## src/rtl/psq_map.vh

```
// Register map, field positions, reset values and codes of the pressure sample queue.
// Assumes it is included by bare name from the queue design file only.
`ifndef PSQ_MAP_VH
`define PSQ_MAP_VH

// ----------------------------------------------------------------------------
// Register offsets
// ----------------------------------------------------------------------------
`define PSQ_ADDR_CONTROL_TWO     7'h21
`define PSQ_ADDR_CONTROL_THREE   7'h22
`define PSQ_ADDR_CONTROL_FOUR    7'h23
`define PSQ_ADDR_PRESS_LOWEST    7'h28
`define PSQ_ADDR_PRESS_MIDDLE    7'h29
`define PSQ_ADDR_PRESS_UPPER     7'h2A
`define PSQ_ADDR_QUEUE_CONTROL   7'h2E
`define PSQ_ADDR_QUEUE_STATUS    7'h2F

// ----------------------------------------------------------------------------
// Field positions
// ----------------------------------------------------------------------------
`define PSQ_C2_QUEUE_ON          6
`define PSQ_C2_THRESHOLD_ON      5
`define PSQ_C2_DECIMATE_ON       4
`define PSQ_C3_ACTIVE_LOW        7
`define PSQ_C4_ROUTE_READY       0
`define PSQ_C4_ROUTE_THRESHOLD   1
`define PSQ_C4_ROUTE_FULL        2
`define PSQ_C4_ROUTE_EMPTY       3
`define PSQ_QC_MODE_HI           7
`define PSQ_QC_MODE_LO           5
`define PSQ_QC_LEVEL_HI          4
`define PSQ_QC_LEVEL_LO          0
`define PSQ_QS_THRESHOLD         7
`define PSQ_QS_EMPTY             6

// ----------------------------------------------------------------------------
// Reset values and behaviour codes
// ----------------------------------------------------------------------------
`define PSQ_RST_BYTE             8'h00
`define PSQ_MODE_BYPASS          3'h0
`define PSQ_MODE_FILL_STOP       3'h1
`define PSQ_MODE_STREAM          3'h2
`define PSQ_MODE_AVERAGE         3'h6

`endif

```

## src/rtl/psq_queue.v

```verilog
// Pressure sample queue with register file, averaging filter and calibration load.
// Assumes a serial port front end that turns host accesses into single-cycle
// register read and write strobes, and a measurement chain giving sample pulses.
`timescale 1ns/10ps
`include "psq_map.vh"

module psq_queue #(
    parameter DEPTH = 32,     // Queue slots.
    parameter PTR_W = 5,      // Pointer width, log2 of DEPTH.
    parameter CAL_WORDS = 8   // Calibration words loaded after reset.
) (
    input wire clock,                         // System clock, 50 MHz.
    input wire reset_n,                       // Asynchronous reset, active low.
    input wire [6:0] reg_addr,                // Register address from serial port.
    input wire reg_wr,                        // Register write strobe.
    input wire [7:0] reg_wdata,               // Register write data.
    input wire reg_rd,                        // Register read strobe.
    output reg [7:0] reg_rdata,               // Register read data, one cycle late.
    input wire sample_valid,                  // New pressure and temperature pair.
    input wire [23:0] sample_press,           // Pressure result.
    output reg [2:0] nvm_addr,                // Calibration store address.
    input wire [7:0] nvm_data,                // Calibration store data for nvm_addr.
    output reg calib_done,                    // Calibration copy finished.
    output reg [CAL_WORDS*8-1:0] trim_words,  // Working calibration registers.
    output reg data_ready,                    // New result not yet read.
    output reg interrupt_pin                  // Interrupt output.
);

    // ------------------------------------------------------------------------
    // Declarations
    // ------------------------------------------------------------------------
    localparam CAL_LOAD = 2'b01;
    localparam CAL_RUN = 2'b10;
    localparam [PTR_W:0] DEPTH_L = DEPTH;

    reg [23:0] mem [0:DEPTH-1];
    reg [1:0] cal_state_r;
    reg [7:0] control_two_r;
    reg [7:0] control_three_r;
    reg [7:0] control_four_r;
    reg [7:0] queue_control_r;
    reg [PTR_W-1:0] wr_ptr_r;
    reg [PTR_W-1:0] rd_ptr_r;
    reg [PTR_W:0] level_r;
    reg [PTR_W:0] level_nxt;
    reg [23:0] out_hold_r;
    reg [PTR_W+24:0] sum_r;
    reg [PTR_W+24:0] sum_nxt;
    reg [2:0] shift_nxt;
    reg [7:0] rdata_nxt;
    wire [2:0] mode = queue_control_r[`PSQ_QC_MODE_HI:`PSQ_QC_MODE_LO];
    wire [4:0] threshold_level = queue_control_r[`PSQ_QC_LEVEL_HI:`PSQ_QC_LEVEL_LO];
    wire queue_on = control_two_r[`PSQ_C2_QUEUE_ON];
    wire threshold_event_on = control_two_r[`PSQ_C2_THRESHOLD_ON];
    wire averaging_decimate_on = control_two_r[`PSQ_C2_DECIMATE_ON];
    wire mean_mode = queue_on && mode == `PSQ_MODE_AVERAGE && averaging_decimate_on;
    wire stream_mode = queue_on && (mode == `PSQ_MODE_STREAM
        || (mode == `PSQ_MODE_AVERAGE && !averaging_decimate_on));
    wire fill_mode = queue_on && mode == `PSQ_MODE_FILL_STOP;
    wire queue_used = fill_mode || stream_mode;
    wire [PTR_W:0] window = {{PTR_W{1'b0}}, 1'b1} << shift_nxt;
    wire [PTR_W:0] cap = mean_mode ? window : DEPTH_L;
    wire q_empty = (level_r == {(PTR_W+1){1'b0}});
    wire q_full = (level_r == DEPTH_L);
    wire wtm_hit = threshold_event_on && queue_used
        && level_r >= {1'b0, threshold_level};
    wire write_c2 = reg_wr && reg_addr == `PSQ_ADDR_CONTROL_TWO;
    wire write_qc = reg_wr && reg_addr == `PSQ_ADDR_QUEUE_CONTROL;
    wire flush = (write_qc && reg_wdata[`PSQ_QC_MODE_HI:`PSQ_QC_MODE_LO] != mode)
        || (write_c2 && !reg_wdata[`PSQ_C2_QUEUE_ON]);
    wire take = sample_valid && calib_done;
    wire read_upper = reg_rd && reg_addr == `PSQ_ADDR_PRESS_UPPER;
    wire pop = read_upper && queue_used && !q_empty;
    wire push = take && (mean_mode || stream_mode || (fill_mode && (!q_full || pop)));
    wire drop = push && level_r == cap && !pop;
    wire [23:0] head = mem[rd_ptr_r];
    wire [23:0] shown = (queue_used && !q_empty) ? head : out_hold_r;

    // ------------------------------------------------------------------------
    // Calibration copy after reset
    // ------------------------------------------------------------------------

    // Walks the calibration store once; samples are refused until it finishes.
    always @(posedge clock or negedge reset_n) begin
        if (!reset_n) begin
            cal_state_r <= CAL_LOAD;
            nvm_addr <= 3'h0;
            calib_done <= 1'b0;
        end else begin
            case (cal_state_r)
                CAL_LOAD: begin
                    nvm_addr <= nvm_addr + 3'h1;
                    if (nvm_addr == CAL_WORDS - 1) begin
                        cal_state_r <= CAL_RUN;
                        calib_done <= 1'b1;
                    end
                end
                CAL_RUN: begin
                    cal_state_r <= CAL_RUN;
                end
                default: begin
                    cal_state_r <= CAL_LOAD;
                end
            endcase
        end
    end

    // One working register per calibration word, loaded when its address is shown.
    genvar gi;
    generate
        for (gi = 0; gi < CAL_WORDS; gi = gi + 1) begin : g_trim
            always @(posedge clock or negedge reset_n) begin
                if (!reset_n) begin
                    trim_words[gi*8 +: 8] <= `PSQ_RST_BYTE;
                end else if (cal_state_r == CAL_LOAD && nvm_addr == gi) begin
                    trim_words[gi*8 +: 8] <= nvm_data;
                end
            end
        end
    endgenerate

    // ------------------------------------------------------------------------
    // Control registers
    // ------------------------------------------------------------------------

    // Host writes to the control registers.
    always @(posedge clock or negedge reset_n) begin
        if (!reset_n) begin
            control_two_r <= `PSQ_RST_BYTE;
            control_three_r <= `PSQ_RST_BYTE;
            control_four_r <= `PSQ_RST_BYTE;
            queue_control_r <= `PSQ_RST_BYTE;
        end else if (reg_wr) begin
            case (reg_addr)
                `PSQ_ADDR_CONTROL_TWO: control_two_r <= reg_wdata;
                `PSQ_ADDR_CONTROL_THREE: control_three_r <= reg_wdata;
                `PSQ_ADDR_CONTROL_FOUR: control_four_r <= reg_wdata;
                `PSQ_ADDR_QUEUE_CONTROL: queue_control_r <= reg_wdata;
                default: control_two_r <= control_two_r;
            endcase
        end
    end

    // ------------------------------------------------------------------------
    // Queue pointers, level and averaging sum
    // ------------------------------------------------------------------------

    // Averaging window is the largest power of two not above threshold plus one.
    always @* begin
        shift_nxt = 3'h0;
        if (threshold_level >= 5'h1F) begin
            shift_nxt = 3'h5;
        end else if (threshold_level >= 5'h0F) begin
            shift_nxt = 3'h4;
        end else if (threshold_level >= 5'h07) begin
            shift_nxt = 3'h3;
        end else if (threshold_level >= 5'h03) begin
            shift_nxt = 3'h2;
        end else if (threshold_level >= 5'h01) begin
            shift_nxt = 3'h1;
        end
    end

    // Next level and running sum for this cycle's push, pop and drop.
    always @* begin
        level_nxt = level_r;
        sum_nxt = sum_r;
        if (push && !(pop || drop)) begin
            level_nxt = level_r + {{PTR_W{1'b0}}, 1'b1};
        end else if (!push && pop) begin
            level_nxt = level_r - {{PTR_W{1'b0}}, 1'b1};
        end
        if (push && mean_mode) begin
            sum_nxt = sum_r + {{(PTR_W+1){1'b0}}, sample_press};
            if (drop) begin
                sum_nxt = sum_nxt - {{(PTR_W+1){1'b0}}, head};
            end
        end
    end

    // Pointer and level registers; a flush empties everything at once.
    always @(posedge clock or negedge reset_n) begin
        if (!reset_n) begin
            wr_ptr_r <= {PTR_W{1'b0}};
            rd_ptr_r <= {PTR_W{1'b0}};
            level_r <= {(PTR_W+1){1'b0}};
            sum_r <= {(PTR_W+25){1'b0}};
        end else if (flush || !queue_on) begin
            wr_ptr_r <= {PTR_W{1'b0}};
            rd_ptr_r <= {PTR_W{1'b0}};
            level_r <= {(PTR_W+1){1'b0}};
            sum_r <= {(PTR_W+25){1'b0}};
        end else begin
            if (push) begin
                wr_ptr_r <= wr_ptr_r + {{(PTR_W-1){1'b0}}, 1'b1};
            end
            if (pop || drop) begin
                rd_ptr_r <= rd_ptr_r + {{(PTR_W-1){1'b0}}, 1'b1};
            end
            level_r <= level_nxt;
            sum_r <= sum_nxt;
        end
    end

    // Slot storage, written at the write pointer.
    always @(posedge clock) begin
        if (push && !flush) begin
            mem[wr_ptr_r] <= sample_press;
        end
    end

    // ------------------------------------------------------------------------
    // Output result, new-result flag and interrupt
    // ------------------------------------------------------------------------

    // Latest result in bypass, or the average once a full window is held.
    always @(posedge clock or negedge reset_n) begin
        if (!reset_n) begin
            out_hold_r <= 24'h000000;
        end else if (mean_mode) begin
            if (push && !flush && level_nxt == window) begin
                out_hold_r <= sum_nxt[23+shift_nxt -: 24];
            end
        end else if (take) begin
            out_hold_r <= sample_press;
        end
    end

    // New-result flag: a fresh pair sets it, reading the upper byte clears it.
    always @(posedge clock or negedge reset_n) begin
        if (!reset_n) begin
            data_ready <= 1'b0;
        end else if (take) begin
            data_ready <= 1'b1;
        end else if (read_upper) begin
            data_ready <= 1'b0;
        end
    end

    // Routed conditions onto the pin, with selectable polarity.
    always @(posedge clock or negedge reset_n) begin
        if (!reset_n) begin
            interrupt_pin <= 1'b0;
        end else begin
            interrupt_pin <= control_three_r[`PSQ_C3_ACTIVE_LOW] ^ (
                (control_four_r[`PSQ_C4_ROUTE_READY] && data_ready)
                || (control_four_r[`PSQ_C4_ROUTE_THRESHOLD] && wtm_hit)
                || (control_four_r[`PSQ_C4_ROUTE_FULL] && q_full)
                || (control_four_r[`PSQ_C4_ROUTE_EMPTY] && q_empty));
        end
    end

    // ------------------------------------------------------------------------
    // Register read port
    // ------------------------------------------------------------------------

    // Read data mux; pressure bytes show the oldest entry while a fill or stream queue holds one.
    always @* begin
        rdata_nxt = 8'h00;
        case (reg_addr)
            `PSQ_ADDR_CONTROL_TWO: rdata_nxt = control_two_r;
            `PSQ_ADDR_CONTROL_THREE: rdata_nxt = control_three_r;
            `PSQ_ADDR_CONTROL_FOUR: rdata_nxt = control_four_r;
            `PSQ_ADDR_PRESS_LOWEST: rdata_nxt = shown[7:0];
            `PSQ_ADDR_PRESS_MIDDLE: rdata_nxt = shown[15:8];
            `PSQ_ADDR_PRESS_UPPER: rdata_nxt = shown[23:16];
            `PSQ_ADDR_QUEUE_CONTROL: rdata_nxt = queue_control_r;
            `PSQ_ADDR_QUEUE_STATUS: rdata_nxt = {wtm_hit, q_empty, level_r};
            default: rdata_nxt = 8'h00;
        endcase
    end

    // Read data is captured on the read strobe and held until the next read.
    always @(posedge clock or negedge reset_n) begin
        if (!reset_n) begin
            reg_rdata <= 8'h00;
        end else if (reg_rd) begin
            reg_rdata <= rdata_nxt;
        end
    end

endmodule // psq_queue

```

## config.mk

```make
export PLATFORM = sky130hd
export DESIGN_NAME = psq_queue
export DESIGN_NICKNAME = d
export VERILOG_FILES = /design/src/rtl/psq_queue.v
export VERILOG_INCLUDE_DIRS = /design/src /design/src/rtl
export SDC_FILE = /design/constraint.sdc
export NUM_CORES = 1
export LEC_CHECK = 0
export BUFFER_PORTS_ARGS = -buffer_cell sky130_fd_sc_hd__buf_2
export CELL_PAD_IN_SITES_DETAIL_PLACEMENT = 0
export CELL_PAD_IN_SITES_GLOBAL_PLACEMENT = 1
export CORE_UTILIZATION = 58
export DETAILED_ROUTE_END_ITERATION = 10
export PLACE_DENSITY = 0.91
export SLEW_MARGIN = 20
export SYNTH_ARGS = -nofsm -noshare
export SYNTH_HDL_FRONTEND = slang
export SYNTH_SLANG_ARGS = --single-unit
```

## constraint.sdc

```tcl
create_clock -name clock -period 20 [get_ports clock]
set_input_delay 2 -clock clock [delete_from_list [all_inputs] [get_ports clock]]
set_output_delay 2 -clock clock [all_outputs]
set_load 0.02 [all_outputs]
```

==> results.py <==
metrics = {
    "floorplanning": {
        "placeableCoreArea_mm2": 0.0730,
        "start_util_pct": 58.6,
        "rows": 99,
        "die_w_um": 274,
        "io_pins": 130,
        "die-height_um": 274,
        "die-area_mm2": 0.0748,
    },
    "logic_synthesis": {
        "yosysMostFrequentCell": "edfxtp_1",
        "synthArstFlopShare_pct": 19.1,
        "synth_common_cells": "edfxtp_1, mux4_2, nor2_1",
        "synth_area_leaders": "edfxtp_1, mux4_2, dfrtp_1",
        "synthMuxAreaShare_pct": 16.3,
        "synthesis.area_mm2": 0.0428,
        "synth_top_family_by_area": "multiplexers",
        "ys_ff_latch": 949,
        "syn_inst": 2680,
        "yosys.area_share.simple_pct": 6.33,
        "synth_top_area_cell": "edfxtp_1",
        "yosysWarnings": 0,
        "yosysTopAreaCellShare_pct": 53.9,
        "syn_area_per_cell_um2": 16.0,
        "yosysSeqAreaShare_pct": 64.5,
        "synthFlopType": "edfxtp_1",
        "ys_types": 110,
        "synth_nets": 2797,
        "synth_fa_ha_area_share_pct": 1.94,
        "synth_compound_area_share_pct": 7.56,
        "synth-edff-count": 768,
        "synth-xor-area-share_pct": 1.30,
    },
    "clock_network": {
        "clk_transition_reported_paths_ns": 0.07,
        "clock_latency_ns": 0.69,
        "cts_setup_buffers": 0,
        "clkSinkCount": 949,
        "cts_resized": 0,
        "cts_tree": "yes",
        "root_buffer": "clkbuf_16",
        "cts_max_level": 3,
        "cts_buffer_depth": 3,
        "cts_buffers": 94,
        "ctsHoldBuffers": 0,
    },
    "cells_and_area": {
        "drive_above_1_share_pct": 25.9,
        "layout.nets": 2936,
        "area_delta_synth_final_pct": 12.5,
    },
    "global_route": {
        "grt_overflow_total": 0,
        "grt_pass1_vias": 26700,
        "grt_pass1_wl_um": 175000,
        "grt_max_degree": 123,
        "grt_usage_pct": 32.4,
        "grt_antenna_before_repair": 10,
    },
    "power_and_ir_drop": {
        "vdd_drop_max_v": 0.0000861,
        "pwr-share-seq_pct": 51.6,
        "p_comb_share_pct": 4.4,
        "power.leakage_nw": 16.5,
        "clockPowerShare_pct": 43.9,
        "switching_power_mw": 0.942,
        "switching_share_pct": 22.4,
        "p_per_area_mw_per_mm2": 87.3,
        "internal_power_mw": 3.26,
    },
    "route": {
        "vias": 26800,
        "drt-pass1-iter-count": 7,
        "wl_per_cell_um": 31.7,
        "detail_route.vias_per_cell": 6.94,
        "route.detailed.drc": 0,
        "drt_iter0_drc": 3733,
        "ant_nets": 0,
        "wirelength_um": 122000,
    },
    "sta": {
        "worst_pin_slew_ns": 1.21,
        "rsz0062_at_grt": "no",
        "worst_slew_margin_rel_pct": 18.9,
        "worst_clock_skew_ns": 0.0543,
        "setup_violations": 0,
        "period_minus_slack_ns": 7.65,
        "period_share_pct": 38.2,
        "finalMaxSlewViolations": 0,
        "tns_ns": 0,
        "hold_viol": 0,
        "fmax_mhz": 131,
        "setup_slack_ns": 12.35,
    },
    "worst_setup_path": {
        "cp-end-kind": "register",
        "path_max_fanout": 72,
        "arrival_ns": 8.16,
        "required_ns": 20.51,
        "path_class": "reg -> reg",
        "critPathLaunchType": "register",
    },
    "placed_design": {
        "portBuffers": 129,
        "hpwl_um": 71000,
        "pre_cts_slack_ns": 12.31,
        "gp_congestion": 0.996,
    },
    "status": {
        "status": "finished, final reports clean",
    },
    "hold_path": {
        "hold_class": "reg -> reg",
    },
    "job": {
        "cap_violations": 0,
    },
}
cells by family (layout without fill, tap and decap cells):
family / count (synthesis) / count (layout)
flip-flops: 949 / 949
AND/OR/NAND/NOR: 557 / 557
AO/OA/AOI/OAI: 458 / 458
multiplexers: 407 / 407
buffers and inverters: 183 / 401
adder cells (fa/ha/maj): 65 / 65
XOR/XNOR: 61 / 61
other: 0 / 2
final timing paths:
| path | from | to | slack [ns] | cells after the start |
|---|---|---|---|---|
| setup reg to reg | rd_ptr_r[1] | out_hold_r[17] | 12.35 | 18 |
| hold / removal | out_hold_r[2] | out_hold_r[2] | 0.48 | 2 |
| min in group asynchronous | reset_n | level_r[3] | 1.44 | 1 |
| max in group asynchronous | reset_n | trim_words[13] | 17.26 | 2 |
| hold reg to reg | out_hold_r[2] | out_hold_r[2] | 0.48 | 2 |
| setup / recovery | rd_ptr_r[1] | out_hold_r[17] | 12.35 | 18 |
power groups by stage:
stage          Combinational, mW  Clock (mW)  Sequential [mW]
6_report                   0.186        1.85             2.17
5_1_grt                    0.198        1.92             2.17
4_1_cts                    0.182        1.85             2.17
3_5_place_dp               0.181           0             2.21
3_3_place_gp               0.174           0             2.21
2_1_floorplan             0.0952           0             2.21
sequential cells by signal, summed over array words and instances, names as in the netlist, 3 cells and up:
name	count
control_two_r	8
trim_words	64
control_three_r	8
out_hold_r	24
mem	768
sum_r	29
queue_control_r	8
wr_ptr_r	5
control_four_r	8
nvm_addr	3
rd_ptr_r	5
level_r	6
reg_rdata	8
layer usage:
metal  GRT usage (%)  share of wire (%)
met5               0              0.023
met4            16.6                5.1
met3            6.93                 11
met2            51.9                 48
met1            42.0                 35
cells in the final DEF (no fill, tap or decap), drive strengths merged, types with 12 or more instances in the layout:
master	synthesis	routed
nand3b	12	12
buf	63	182
o21ai	79	79
nor2	187	187
a21oi	99	99
mux4	220	220
and3	21	21
a22oi	20	20
nor3	38	38
dfrtp	180	180
and2	23	23
clkbuf	77	119
a31oi	17	17
o211ai	17	17
nand2	142	142
a21o	23	23
or3	14	14
nand2b	13	13
xor2	24	24
ha	63	63
o21a	12	12
o221ai	16	16
xnor2	37	37
a211oi	36	36
inv	43	47
nor2b	21	21
nand3	30	30
o22ai	22	22
mux2i	74	74
edfxtp	768	768
clkinv	0	37
mux2	113	113
metrics by stage:
stage	std cells	utilization (%)	cell area [µm²]	hold WS [ns]	power (mW)
global placement	3665	60.9	44500	0.461	2.38
global route	3858	65.9	48100	0.505	4.29
floorplan	2680	-	42800	0.449	2.31
finish	3859	66.0	48100	0.483	4.20
CTS	3846	65.6	47800	0.486	4.20
detailed placement	3671	61.2	44600	0.471	2.39
layout make-up:
| class | count | area [µm²] |
|---|---|---|
| antenna | 2 | 5.00 |
| sequential | 949 | 27600 |
| tap | 959 | 1200 |
| inverter | 43 | 161 |
| multi-input combinational | 1548 | 14600 |
| clock inverter | 57 | 693 |
| clock buffer | 118 | 2510 |
| timing repair buffer | 183 | 1380 |
| fill | 4789 | 24800 |
critical path, cell delays in order (launching register included):
cell      delay (ns)
dfrtp_4         1.22
buf_4           0.98
mux4_2          0.43
mux4_2          0.51
mux2i_1         0.61
ha_1            0.32
o21ai_0         0.21
a211oi_1        0.30
o31ai_1         0.13
a21boi_0        0.35
o221ai_1        0.21
o211a_2         0.22
o31a_1          0.32
o21ai_2         0.24
xor2_1          0.13
a222oi_1        0.69
mux2i_1         0.26
a31oi_1         0.22
o31ai_1         0.09
(Power assumes the default switching activity.)
